### src/hw/apm_pkg.sv
// package: constants, offsets and state types for the power mode control
package apm_pkg;

  // apb register map (byte addresses)
  localparam logic [7:0] APM_CTRL_OFS   = 8'h00;
  localparam logic [7:0] APM_STATUS_OFS = 8'h04;

  // control register field positions
  localparam int APM_PF_LO_BIT   = 0;
  localparam int APM_PF_HI_BIT   = 1;
  localparam int APM_SWCONV_BIT  = 2;
  localparam int APM_SWCAL_BIT   = 3;

  // status register field positions
  localparam int APM_ST_STATE_LSB = 0;
  localparam int APM_ST_BUSY_BIT  = 2;
  localparam int APM_ST_READY_BIT = 3;
  localparam int APM_ST_REF_BIT   = 4;
  localparam int APM_ST_CORE_BIT  = 5;
  localparam int APM_ST_PCAL_BIT  = 6;

  // reset value of the power field
  localparam logic [1:0] APM_PF_RESET = 2'h0;

  // timing
  localparam int APM_CLK_MHZ     = 125;
  localparam int APM_WAKE_NS     = 5000;
  localparam int APM_WAKE_CYC    = (APM_WAKE_NS * APM_CLK_MHZ + 999) / 1000;
  localparam int APM_CONV_CYC    = 575;
  localparam int APM_CAL_CYC     = 7812;
  localparam int APM_PCAL_CYC    = 4000000;
  localparam int APM_CNT_W       = 23;
  localparam int APM_SYNC_CYC    = 4;

  // power state seen by the analog circuitry
  typedef enum logic [1:0] {
    APM_FULL_DOWN,
    APM_PART_DOWN,
    APM_WAKING,
    APM_AWAKE
  } apm_pwr_t;

  // activity sequencer state
  typedef enum logic [1:0] {
    APM_IDLE,
    APM_ARMED,
    APM_CONVERT,
    APM_CALIB
  } apm_act_t;

endpackage : apm_pkg

### src/hw/apm_power_ctrl.sv
// power mode control: apb registers, pin handling, power state machine
//
// Register access over APB and the register addresses were chosen for this implementation.
`timescale 1ns/100ps
module apm_power_ctrl
#(
  parameter int POWERON_CAL_CYC = apm_pkg::APM_PCAL_CYC,
  parameter int CAL_CYC         = apm_pkg::APM_CAL_CYC
)
(
  input  wire logic        pclk,
  input  wire logic        presetn,
  input  wire logic        clk_en,
  input  wire logic        psel,
  input  wire logic        penable,
  input  wire logic        pwrite,
  input  wire logic [7:0]  paddr,
  input  wire logic [31:0] pwdata,
  output logic      [31:0] prdata,
  output logic             pready,
  output logic             pslverr,
  input  wire logic        power_allow,
  input  wire logic        conversion_start_n,
  input  wire logic        cal_req_n,
  output logic             busy,
  output logic             core_power_on,
  output logic             ref_power_on,
  output logic             ready
);
  import apm_pkg::*;

  ////////////////////////////////////////////////////////////////////////////
  // pin synchronisers
  logic allow_s;
  logic start_n_s;
  logic cal_n_s;

  apm_sync u_sync_allow (
    .pclk(pclk), .presetn(presetn), .clk_en(clk_en), .rst_val(1'b1),
    .pin(power_allow), .level(allow_s));
  apm_sync u_sync_start (
    .pclk(pclk), .presetn(presetn), .clk_en(clk_en), .rst_val(1'b1),
    .pin(conversion_start_n), .level(start_n_s));
  apm_sync u_sync_cal (
    .pclk(pclk), .presetn(presetn), .clk_en(clk_en), .rst_val(1'b1),
    .pin(cal_req_n), .level(cal_n_s));

  logic start_n_d_ff;
  logic start_fall;
  logic start_rise;

  // edge detection on the filtered start level
  always_ff @(posedge pclk or negedge presetn)
  begin
    if (!presetn)
      start_n_d_ff <= 1'b1;
    else if (clk_en)
      start_n_d_ff <= start_n_s;
  end
  assign start_fall = clk_en && start_n_d_ff && !start_n_s;
  assign start_rise = clk_en && !start_n_d_ff && start_n_s;

  ////////////////////////////////////////////////////////////////////////////
  // apb slave
  logic [1:0] pfield_ff;
  logic       apb_wr;
  logic       apb_rd;
  logic       ctrl_hit;
  logic       stat_hit;
  logic       sw_conv;
  logic       sw_cal;

  assign pready   = 1'b1;
  assign ctrl_hit = (paddr == APM_CTRL_OFS);
  assign stat_hit = (paddr == APM_STATUS_OFS);
  assign pslverr  = psel && penable && !(ctrl_hit || stat_hit);
  assign apb_wr   = clk_en && psel && penable && pwrite && ctrl_hit;
  assign apb_rd   = psel && !penable && !pwrite;
  assign sw_conv  = apb_wr && pwdata[APM_SWCONV_BIT];
  assign sw_cal   = apb_wr && pwdata[APM_SWCAL_BIT];

  // power field register, zero after reset
  always_ff @(posedge pclk or negedge presetn)
  begin
    if (!presetn)
      pfield_ff <= APM_PF_RESET;
    else if (apb_wr)
      pfield_ff <= {pwdata[APM_PF_HI_BIT], pwdata[APM_PF_LO_BIT]};
  end

  logic power_field_hi;
  logic power_field_lo;
  assign power_field_hi = pfield_ff[1];
  assign power_field_lo = pfield_ff[0];

  ////////////////////////////////////////////////////////////////////////////
  // activity sequencer: power-on calibration, calibration, conversion
  apm_act_t act_ff;
  logic [2:0] settle_ff;
  logic     settled;
  logic     pcal_pend;
  logic     pcal_ff;
  logic     t_load;
  logic [APM_CNT_W-1:0] t_count;
  logic     t_busy;
  logic     t_done;
  logic     act_busy;
  logic     want_up;
  logic     awake;

  apm_timer u_act_timer (
    .pclk(pclk), .presetn(presetn), .clk_en(clk_en), .load(t_load),
    .count(t_count), .busy(t_busy), .done(t_done));

  // the calibration strap is judged once the pin filters have settled
  always_ff @(posedge pclk or negedge presetn)
  begin
    if (!presetn)
      settle_ff <= 3'h0;
    else if (clk_en && settle_ff != 3'(APM_SYNC_CYC + 1))
      settle_ff <= settle_ff + 3'h1;
  end
  assign settled   = (settle_ff >= 3'(APM_SYNC_CYC));
  assign pcal_pend = (settle_ff == 3'(APM_SYNC_CYC)) && !cal_n_s;

  // next activity and timer load
  always_comb
  begin
    t_load  = 1'b0;
    t_count = '0;
    if (act_ff == APM_IDLE && pcal_pend)
    begin
      t_load  = clk_en;
      t_count = APM_CNT_W'(POWERON_CAL_CYC);
    end
    else if (act_ff == APM_IDLE && sw_cal)
    begin
      t_load  = 1'b1;
      t_count = APM_CNT_W'(CAL_CYC);
    end
    else if (act_ff == APM_IDLE && sw_conv && awake)
    begin
      t_load  = 1'b1;
      t_count = APM_CNT_W'(APM_CONV_CYC);
    end
    else if (act_ff == APM_ARMED && start_rise && awake)
    begin
      t_load  = 1'b1;
      t_count = APM_CNT_W'(APM_CONV_CYC);
    end
  end

  // activity state
  always_ff @(posedge pclk or negedge presetn)
  begin
    if (!presetn)
    begin
      act_ff  <= APM_IDLE;
      pcal_ff <= 1'b0;
    end
    else if (clk_en)
    begin
      unique case (act_ff)
        APM_IDLE:
        begin
          if (pcal_pend)
          begin
            act_ff  <= APM_CALIB;
            pcal_ff <= 1'b1;
          end
          else if (sw_cal)
            act_ff <= APM_CALIB;
          else if (sw_conv && awake)
            act_ff <= APM_CONVERT;
          else if (start_fall)
            act_ff <= APM_ARMED;
        end
        APM_ARMED:
        begin
          if (start_rise)
            act_ff <= awake ? APM_CONVERT : APM_IDLE;
        end
        APM_CONVERT:
        begin
          if (t_done)
            act_ff <= APM_IDLE;
        end
        APM_CALIB:
        begin
          if (t_done)
          begin
            act_ff  <= APM_IDLE;
            pcal_ff <= 1'b0;
          end
        end
      endcase
    end
  end

  assign act_busy = (act_ff == APM_CONVERT) || (act_ff == APM_CALIB);
  assign busy     = act_busy;

  ////////////////////////////////////////////////////////////////////////////
  // power decision, evaluated every cycle
  logic part_req;

  always_comb
  begin
    want_up  = 1'b0;
    part_req = 1'b0;
    unique case (pfield_ff)
      2'h0: want_up = (allow_s && settled) || act_busy ||
                      (act_ff == APM_ARMED);
      2'h1: want_up = 1'b1;
      2'h2: want_up = pcal_ff;
      2'h3:
      begin
        want_up  = act_busy || (act_ff == APM_ARMED);
        part_req = !want_up;
      end
    endcase
    if (pcal_ff)
      want_up = 1'b1;
  end

  ////////////////////////////////////////////////////////////////////////////
  // power state machine with wake-up delay
  apm_pwr_t pwr_ff;
  logic     w_load;
  logic     w_busy;
  logic     w_done;

  assign w_load = clk_en && want_up &&
                  (pwr_ff == APM_FULL_DOWN || pwr_ff == APM_PART_DOWN);

  apm_timer u_wake_timer (
    .pclk(pclk), .presetn(presetn), .clk_en(clk_en), .load(w_load),
    .count(APM_CNT_W'(APM_WAKE_CYC)), .busy(w_busy), .done(w_done));

  always_ff @(posedge pclk or negedge presetn)
  begin
    if (!presetn)
      pwr_ff <= APM_FULL_DOWN;
    else if (clk_en)
    begin
      unique case (pwr_ff)
        APM_FULL_DOWN,
        APM_PART_DOWN:
        begin
          if (want_up)
            pwr_ff <= APM_WAKING;
          else
            pwr_ff <= part_req ? APM_PART_DOWN : APM_FULL_DOWN;
        end
        APM_WAKING:
        begin
          if (!want_up)
            pwr_ff <= part_req ? APM_PART_DOWN : APM_FULL_DOWN;
          else if (w_done)
            pwr_ff <= APM_AWAKE;
        end
        APM_AWAKE:
        begin
          if (!want_up)
            pwr_ff <= part_req ? APM_PART_DOWN : APM_FULL_DOWN;
        end
      endcase
    end
  end

  assign awake         = (pwr_ff == APM_AWAKE);
  assign ready         = awake && !act_busy;
  assign core_power_on = (pwr_ff == APM_WAKING) || awake;
  assign ref_power_on  = core_power_on || (pwr_ff == APM_PART_DOWN);

  ////////////////////////////////////////////////////////////////////////////
  // read data, registered in the setup cycle
  always_ff @(posedge pclk or negedge presetn)
  begin
    if (!presetn)
      prdata <= '0;
    else if (clk_en && apb_rd)
    begin
      prdata <= '0;
      if (ctrl_hit)
        prdata[1:0] <= pfield_ff;
      else if (stat_hit)
      begin
        prdata[APM_ST_STATE_LSB +: 2] <= pwr_ff;
        prdata[APM_ST_BUSY_BIT]  <= act_busy;
        prdata[APM_ST_READY_BIT] <= ready;
        prdata[APM_ST_REF_BIT]   <= ref_power_on;
        prdata[APM_ST_CORE_BIT]  <= core_power_on;
        prdata[APM_ST_PCAL_BIT]  <= pcal_ff;
      end
    end
  end

  logic unused_bits;
  assign unused_bits = ^{pwdata[31:4], power_field_hi, power_field_lo,
                         w_busy, t_busy};
endmodule : apm_power_ctrl

### src/hw/apm_sync.sv
// three-stage pin synchroniser with agreement filter
`timescale 1ns/100ps
module apm_sync
(
  input  wire logic pclk,
  input  wire logic presetn,
  input  wire logic clk_en,
  input  wire logic rst_val,
  input  wire logic pin,
  output logic      level
);
  logic s1_ff;
  logic s2_ff;
  logic s3_ff;

  // chain; output moves only when stages two and three agree
  always_ff @(posedge pclk or negedge presetn)
  begin
    if (!presetn)
    begin
      s1_ff <= 1'b1;
      s2_ff <= 1'b1;
      s3_ff <= 1'b1;
      level <= 1'b1;
    end
    else if (clk_en)
    begin
      s1_ff <= pin;
      s2_ff <= s1_ff;
      s3_ff <= s2_ff;
      if (s2_ff == s3_ff)
        level <= s3_ff;
    end
  end

  logic unused_rst;
  assign unused_rst = rst_val;
endmodule : apm_sync

### src/hw/apm_timer.sv
// down counter that times a delay and flags when it expires
`timescale 1ns/100ps
module apm_timer
(
  input  wire logic                         pclk,
  input  wire logic                         presetn,
  input  wire logic                         clk_en,
  input  wire logic                         load,
  input  wire logic [apm_pkg::APM_CNT_W-1:0] count,
  output logic                              busy,
  output logic                              done
);
  import apm_pkg::*;
  logic [APM_CNT_W-1:0] cnt_ff;

  // load starts a run; done pulses on the last cycle
  always_ff @(posedge pclk or negedge presetn)
  begin
    if (!presetn)
      cnt_ff <= '0;
    else if (clk_en)
    begin
      if (load)
        cnt_ff <= count;
      else if (cnt_ff != '0)
        cnt_ff <= cnt_ff - 1'b1;
    end
  end

  assign busy = (cnt_ff != '0);
  assign done = clk_en && !load && (cnt_ff == {{(APM_CNT_W-1){1'b0}}, 1'b1});
endmodule : apm_timer

### config.mk
export PLATFORM = sky130hd
export DESIGN_NAME = apm_power_ctrl
export DESIGN_NICKNAME = d
export VERILOG_FILES = /design/src/hw/apm_pkg.sv /design/src/hw/apm_power_ctrl.sv /design/src/hw/apm_sync.sv /design/src/hw/apm_timer.sv
export SDC_FILE = /design/constraint.sdc
export NUM_CORES = 1
export LEC_CHECK = 0
export BUFFER_PORTS_ARGS = -buffer_cell sky130_fd_sc_hd__buf_2
export CAP_MARGIN = 30
export CORE_MARGIN = 3
export CORE_UTILIZATION = 35
export DETAILED_ROUTE_END_ITERATION = 8
export GPL_ROUTABILITY_DRIVEN = 1
export PLACE_DENSITY = 0.64
export SYNTH_ARGS = -nofsm -noshare
export SYNTH_HDL_FRONTEND = slang
export SYNTH_HIERARCHICAL = 1
export SYNTH_SLANG_ARGS = --single-unit
### constraint.sdc
create_clock -name pclk -period 7.6 [get_ports pclk]
set_input_delay 0.38 -clock pclk [delete_from_list [all_inputs] [get_ports pclk]]
set_output_delay 0.38 -clock pclk [all_outputs]
set_load 0.02 [all_outputs]
Yosys cells after proc, flatten, opt, wreduce, memory -nomap -nowiden:

Cells that the tools add are included.

* equal/unequal tests: 24
* reductions and logical operators: 69
* add/sub/neg operators: 3
* magnitude comparators: 1
* multiplexer cells: 35

Operators with widths (count)
* $mux 23: 5
* $eq 23x1->1 const B: 2
* $reduce_bool 23->1: 2
* $sub 23x1->23 const B: 2
* $logic_and 1x1->1: 32
* $mux 2: 12
* $mux 10: 2
* $mux 13: 1
* $eq 2x2->1 const B: 6
* $pmux 2 s3: 2
* $logic_not 1->1: 10
* $reduce_and 2->1: 5
* $mux 1: 9
* $eq 8x3->1 const B: 1
* $logic_not 8->1: 1
* $logic_or 1x1->1: 8
* $ne 2x2->1 const B: 4
* $reduce_and 4->1: 2
* $mux 7: 1
* $eq 2x1->1 const B: 3
* $logic_not 2->1: 3
* $reduce_bool 2->1: 3
* $mux 5: 1
* $ne 5x4->1 const B: 1
* 11 further kinds: 14

* word-level logic and storage cells: 153
* register bits: 76
* output and inout port bits: 38
* bits of input ports: 49

Logic depth before layout (Yosys ltp):

Gate-level depths: netlist (run 1).

* word-level depth: 15
* gate-level depth with buffers: 12
* depth with buffers taken out: 11

Hierarchy:

Netlist (run 1), hierarchy kept.

Modules (own cells, without submodules)
* apm_timer at u_wake_timer: seq. area each 575.6 µm², times used 1, cells each 203, area an instance 1607.8 µm²
* apm_timer at u_act_timer: seq. area each 575.6 µm², times used 1, cells each 186, area an instance 1596.5 µm²
* apm_power_ctrl: seq. area each 451.7 µm², times used 1, cells each 148, area an instance 1303.8 µm²
* apm_sync: seq. area each 105.1 µm², times used 3, cells each 10, area an instance 161.4 µm²

Worst setup path after synthesis (run 1):

Ideal clock, no wire load.

* path kind: input -> register
* start point: input paddr[5]
* end point: register u_act_timer.cnt_ff[10]
* required time: 7478 ps
* library setup time: 122 ps
* cell stages on the path: 10
* data arrival time: 2732 ps
* setup slack: 4746 ps
* path buffers: 1
* path through: or4_4 nor4_4 nand3_2 o21ai_0 nor2b_1 nand3b_1 o31a_1 buf_2 o21ai_0 o2bb2ai_1

* cells in the longest elaborated chain, start to end: 10
* elaborated cells on any way between the ends: 15
* those cells by class: mux (6); reduce/logical (9)

Ends and longest elaborated chain
* start, declared: RTL line apm_power_ctrl.sv:17 `input wire logic [7:0] paddr,`
* $logic_not 8->1 (*): RTL line apm_power_ctrl.sv:74 `assign ctrl_hit = (paddr == APM_CTRL_OFS);`
* $logic_and 1x1->1 (*): RTL line apm_power_ctrl.sv:77 `assign apb_wr = clk_en && psel && penable && pwrite && ctrl_hit;`
* $logic_and 1x1->1: RTL line apm_power_ctrl.sv:79 `assign sw_conv = apb_wr && pwdata[APM_SWCONV_BIT];`
* $logic_and 1x1->1 (2 in series): RTL line apm_power_ctrl.sv:141 `else if (act_ff == APM_IDLE && sw_conv && awake)`
* $mux 1: RTL line apm_power_ctrl.sv:141
* $mux 1 (*): RTL line apm_power_ctrl.sv:136 `else if (act_ff == APM_IDLE && sw_cal)`
* $mux 1 (*): RTL line apm_power_ctrl.sv:131 `if (act_ff == APM_IDLE && pcal_pend)`
* named net t_load: RTL line apm_power_ctrl.sv:103 `logic t_load;`
* $reduce_bool 2->1 (no line)
* $reduce_and 2->1 (no line)
* end signal, assigned: RTL line apm_timer.sv:24 `cnt_ff <= count;`
* end signal, assigned: RTL line apm_timer.sv:26 `cnt_ff <= cnt_ff - 1'b1;`
* end, declared: RTL line apm_timer.sv:14 `logic [APM_CNT_W-1:0] cnt_ff;`

The timed path passes the listed nets; every way through them passes the cells marked *.
A chain may end at the register's enable or synchronous reset.

Worst setup path in the final report (run 1):

* start point: register settle_ff[0]
* end point: register u_act_timer.cnt_ff[13]

* cells in the longest elaborated chain, start to end: 6
* elaborated cells on any way between the ends: 7
* those cells by class: eq/ne (1); mux (2); reduce/logical (4)

Ends and longest elaborated chain
* start, declared: RTL line apm_power_ctrl.sv:99 `logic [2:0] settle_ff;`
* start signal, assigned: RTL line apm_power_ctrl.sv:121 `settle_ff <= settle_ff + 3'h1;`
* $eq 3x3->1 (*): RTL line apm_power_ctrl.sv:124 `assign pcal_pend = (settle_ff == 3'(APM_SYNC_CYC)) && !cal_n_s;`
* $logic_and 1x1->1 (*): RTL line apm_power_ctrl.sv:124
* $logic_and 1x1->1 (*): RTL line apm_power_ctrl.sv:131
* $mux 1 (*): RTL line apm_power_ctrl.sv:131
* named net t_load: RTL line apm_power_ctrl.sv:103
* $reduce_bool 2->1 (no line)
* $reduce_and 2->1 (no line)

Marked as above.

==> results.json, run 1 <==
{
  "finalSetupViolCount": 0,
  "hp-class": "in2reg",
  "max_slew_margin_pct": 42.8,
  "final_core_util_pct": 41.3,
  "worstPathCellList": "inv_1 -> ha_1 -> nand3b_1 -> nor3_1 -> clkbuf_4 -> o21ai_0 -> o21ai_2 -> buf_4 -> nor2b_1 -> nand3b_1 -> o31ai_4 -> nor4_1 -> a211o_1",
  "wl_mm": 11.6,
  "fin_hold_ws_ns": 0.258,
  "final_common_cell": "dfrtp_1",
  "endpoint_kind": "register",
  "start_util_pct": 36.6,
  "maxCapViolCount": 0,
  "post-place-ws_ns": 3.64,
  "antenna_found_initial": 0,
  "place_inst": 772,
  "critPathSlowestCell": "o31ai_4",
  "rows": 42,
  "grt_pass1_wl_mm": 19.8,
  "fmax_mhz": 277,
  "cp-start-kind": "register",
  "vias_per_cell": 5.44,
  "layout_common_cells": "dfrtp_1 (63), o21ai_0 (57), conb_1 (55)",
  "dr.first_iter.drc_count": 371,
  "tns_ns": 0,
  "period_share_pct": 47.4,
  "path_max_fanout": 50,
  "multi_input_area_um2": 2860,
  "via_count": 4301,
  "ctsRootBufferMaster": "clkbuf_16",
  "hpwl_mm": 7.91,
  "synth_warnings": 6,
  "htreeDepth": 3,
  "clk_path_buf_depth": 2,
  "drive_gt1_share_pct": 16.9,
  "synth_area_per_cell_um2": 8.82,
  "portBuffers": 32,
  "min_period_ns": 3.61,
  "die_h_um": 125,
  "area_growth_pct": 12.8,
  "critical_path_class": "reg2reg",
  "die_x_um": 125,
  "power.total_mw": 1.54,
  "grt_overflow_total": 0,
  "fill_cells": 1344,
  "netlist_instances": 563,
  "antenna_left": 0,
  "worst-slew-pin-transition_ns": 0.858,
  "cp.arrival_ns": 3.82,
  "cts_tree": "yes",
  "stdcell_area_um2": 5600,
  "rsz0062_at_grt": "no",
  "ios": 87,
  "groute.usage.overall_pct": 15.0,
  "postCtsSetupBuffers": 0,
  "max_stage_delay_ns": 0.74,
  "gp_congestion": 0.822,
  "cts_buffers": 9,
  "pwr_density_cell_nw_per_um2": 275,
  "finalMaxSlewViolations": 0,
  "wire_per_inst_um": 14.6,
  "drc_errors": 0,
  "diodes": 0,
  "status": "finished clean",
  "crit_top_cell": "nand3b_1",
  "grt_pass1_vias": 4089,
  "drt_pass1_iterations": 5,
  "mappedNetlistArea_um2": 4970,
  "layout.nets": 666,
  "fin_ws_ns": 3.99,
  "worst_ep_required_time_ns": 7.82,
  "cts.sinks": 76,
  "vdd_drop_max_mv": 0.104,
  "clock_skew_ns": 0.00776,
  "coreArea_um2": 13600,
  "dpl_cell_area_um2": 5280,
  "grt_max_degree": 60,
  "finalHoldViolCount": 0,
  "p_leak_nw": 2.27,
  "stdcell_count": 790,
  "seq_area_um2": 1920,
  "design.die.area_um2": 15700,
  "clkSlewWorstSetupHoldPaths_ns": 0.06,
  "clock_latency_ns": 0.34
}
[area by class of cell]
class | instances | area share, %
clock inverters | 4 | 0.849
flip-flops and latches | 76 | 34.2
clock buffers | 12 | 4.58
repair buffers | 39 | 4.24
well taps | 176 | 3.93
inverters | 17 | 1.14
multi-input cells | 466 | 51.0
[metal layers]
metal | up-vias | part of all wire [%] | global-route usage, % | wire length (µm)
li1 | 2111 | - | - | -
met1 | 2063 | 47 | 20.7 | 5450
met2 | 117 | 46 | 23.6 | 5370
met3 | 10 | 5.1 | 2.90 | 590
met4 | 0 | 1.3 | 5.17 | 154
met5 | - | 0 | 0 | 0
[state kept, by name, summed over array words and instances, names as in the netlist]
register	count
u_wake_timer/cnt_ff	23
u_sync_cal/level	1
u_sync_start/s3_ff	1
act_ff	2
prdata	7
u_sync_start/s2_ff	1
pcal_ff	1
u_sync_allow/s3_ff	1
u_sync_allow/s2_ff	1
pwr_ff	2
u_sync_allow/s1_ff	1
u_sync_cal/s1_ff	1
u_sync_cal/s3_ff	1
u_sync_start/level	1
settle_ff	3
u_act_timer/cnt_ff	23
start_n_d_ff	1
u_sync_start/s1_ff	1
u_sync_allow/level	1
pfield_ff	2
u_sync_cal/s2_ff	1
[where the power goes]
group	leakage, nW	internal [mW]	switching (mW)
Sequential	0.890	0.524	0.140
Clock	0.149	0.271	0.163
Combinational	1.23	0.183	0.257
Total	2.27	0.978	0.560
[worst max-delay path: cells and delay by family (launching register included)]
| kind | cells | cell delay (ns) |
|---|---|---|
| AOI/OAI and AO/OA | 4 | 1.38 |
| DFF | 1 | 0.37 |
| adders and majority gates | 1 | 0.22 |
| buffers and inverters | 3 | 0.56 |
| and+or+nand+nor | 5 | 0.94 |
[timing repair]
item | 4_1_cts | 5_1_grt
hold endpoints to repair | 17 | 0
hold buffers | 1 | 0
gates resized for setup | 0 | 0
[path summary, 6_finish.rpt]
check,startpoint,to,slack (ns),depth (start not counted)
hold reg to reg,prdata[0],prdata[0],0.49,2
hold / removal,pwdata[0],pfield_ff[0],0.26,3
max in group asynchronous,presetn,u_sync_start/s1_ff,6.51,3
min in group asynchronous,presetn,prdata[5],0.46,2
setup / recovery,settle_ff[0],u_act_timer/cnt_ff[13],3.99,13
setup reg to reg,settle_ff[0],u_act_timer/cnt_ff[13],3.99,13
(Power assumes the default switching activity.)
==> inputs of run 2 (changes only) <==
--- a/config.mk
+++ b/config.mk
@@ -11,7 +11,7 @@
 export CORE_UTILIZATION = 35
 export DETAILED_ROUTE_END_ITERATION = 8
 export GPL_ROUTABILITY_DRIVEN = 1
-export PLACE_DENSITY = 0.64
+export PLACE_DENSITY = 0.66
 export SYNTH_ARGS = -nofsm -noshare
 export SYNTH_HDL_FRONTEND = slang
 export SYNTH_HIERARCHICAL = 1
==> constraint.sdc (replaced) <==
create_clock -name pclk -period 3.1 [get_ports pclk]
set_input_delay 0.155 -clock pclk [delete_from_list [all_inputs] [get_ports pclk]]
set_output_delay 0.155 -clock pclk [all_outputs]
set_load 0.02 [all_outputs]
==> results.json, run 2 (synthesis results as in run 1) <==
{
  "status": "finished clean",
  "antenna_left": 0,
  "final_common_cell": "dfrtp_1",
  "htreeDepth": 3,
  "setup.worst_path.start": "settle_ff[0]",
  "start_util_pct": 36.6,
  "clock_latency_ns": 0.34,
  "vias_per_cell": 5.52,
  "place_inst": 781,
  "cp.arrival_ns": 2.98,
  "die_h_um": 125,
  "rows": 42,
  "dr.first_iter.drc_count": 516,
  "max_slew_margin_pct": 61.4,
  "endpoint_kind": "register",
  "drt_pass1_iterations": 6,
  "grt_overflow_total": 0,
  "rsz0062_at_grt": "no",
  "ios": 87,
  "critical_path_class": "reg2reg",
  "fin_ws_ns": 0.378,
  "vdd_drop_max_mv": 0.333,
  "pwr_density_cell_nw_per_um2": 669,
  "drc_errors": 0,
  "clk_path_buf_depth": 2,
  "cts_tree": "yes",
  "worst_ep_required_time_ns": 3.35,
  "hp-start": "pwdata[0]",
  "finalMaxSlewViolations": 0,
  "min_period_ns": 2.72,
  "layout.nets": 674,
  "gp_congestion": 0.866,
  "diodes": 0,
  "area_growth_pct": 13.8,
  "ctsRootBufferMaster": "clkbuf_16",
  "fin_hold_ws_ns": 0.0377,
  "stdcell_count": 798,
  "portBuffers": 32,
  "finalHoldViolCount": 0,
  "cp-start-kind": "register",
  "finalSetupViolCount": 0,
  "design.die.area_um2": 15700,
  "postCtsSetupBuffers": 0,
  "regToRegStartpoint": "settle_ff[0]",
  "via_count": 4404,
  "tns_ns": 0,
  "grt_max_degree": 51,
  "die_x_um": 125,
  "wire_per_inst_um": 14.6,
  "fmax_mhz": 367,
  "final_core_util_pct": 41.7,
  "cts.sinks": 76,
  "clkSlewWorstSetupHoldPaths_ns": 0.06,
  "hp-class": "in2reg",
  "coreArea_um2": 13600,
  "cts-resized-gates": 0,
  "grt_pass1_vias": 4134,
  "hpwl_mm": 8.14,
  "path_max_fanout": 18,
  "worst-slew-pin-transition_ns": 0.573,
  "drive_gt1_share_pct": 18.0,
  "maxCapViolCount": 0,
  "wl_mm": 11.7,
  "groute.usage.overall_pct": 15.2,
  "period_share_pct": 87.8,
  "post-place-ws_ns": 0.422,
  "antenna_found_initial": 0,
  "p_leak_nw": 2.29,
  "reg_top3": "u_act_timer/cnt_ff (23), u_wake_timer/cnt_ff (23), prdata (7)",
  "clock_skew_ns": 0.0103,
  "cts_buffers": 9,
  "grt_pass1_wl_mm": 20.1,
  "layout_common_cells": "dfrtp_1 (63), o21ai_0 (57), conb_1 (55)"
}
[run 2: changes by cell type in the layout (fill, tap and decap cells not counted), sizes merged]
cell      before  now
buf           37   46
clkbuf        13   10
clkinvlp       1    4
clkinv         2    1
[run 2: timing repair]
item | in CTS | in global routing
setup endpoints to repair | 0 | 0
hold buffers | 1 | 0
endpoints found under the hold margin | 26 | 0
[run 2: cell type report]
class                   instances  area, µm²
clock inverters                 6       65.1
multi-input cells             466       2860
inverters                      17       63.8
flip-flops and latches         76       1920
clock buffers                  10        229
well taps                     176        220
repair buffers                 47        298
fillers                      1325       7910
[run 2: power breakdown]
part / total (mW) / switching, mW / internal (mW)
sequential: 1.61 / 0.324 / 1.28
combinational: 1.13 / 0.661 / 0.467
clock: 1.05 / 0.423 / 0.622
[run 2: worst max-delay path: stages, from the launching register on]
cell	delay [ns]
dfrtp_1	0.37
inv_1	0.08
ha_1	0.21
nand3b_1	0.20
nor3_1	0.09
o21ai_0	0.30
o21ai_2	0.11
nor2b_1	0.21
nand3b_1	0.17
o31ai_4	0.41
buf_4	0.29
o21ai_0	0.11
o21ai_0	0.09
[run 2: path summary, 6_finish.rpt]
check,to,slack [ns],cells past startpoint
hold / removal,pfield_ff[0],0.04,3
min in group asynchronous,prdata[1],0.28,2
max in group asynchronous,u_sync_start/level,2.19,3
setup / recovery,u_act_timer/cnt_ff[5],0.38,12
hold reg to reg,prdata[5],0.47,2
setup reg to reg,u_act_timer/cnt_ff[5],0.38,12
[run 2: stage by stage]
step,cell area (µm²),power (mW)
after detailed placement,5350,2.74
final,5650,3.78
after floorplan,5160,2.44
after global placement,5320,2.67
after CTS,5650,3.81
after global routing,5650,4.06
[run 2: per-layer routing]
layer  wire, µm  vias to the layer above  part of all wire, %  global-route usage (%)
met1       5500                     2120                   47                    21.2
met2       5380                      149                   46                    23.8
met3        667                       14                  5.7                    2.94
li1           -                     2121                    -                       -
met4        138                        0                  1.2                    5.10
met5          0                        -                    0                       0
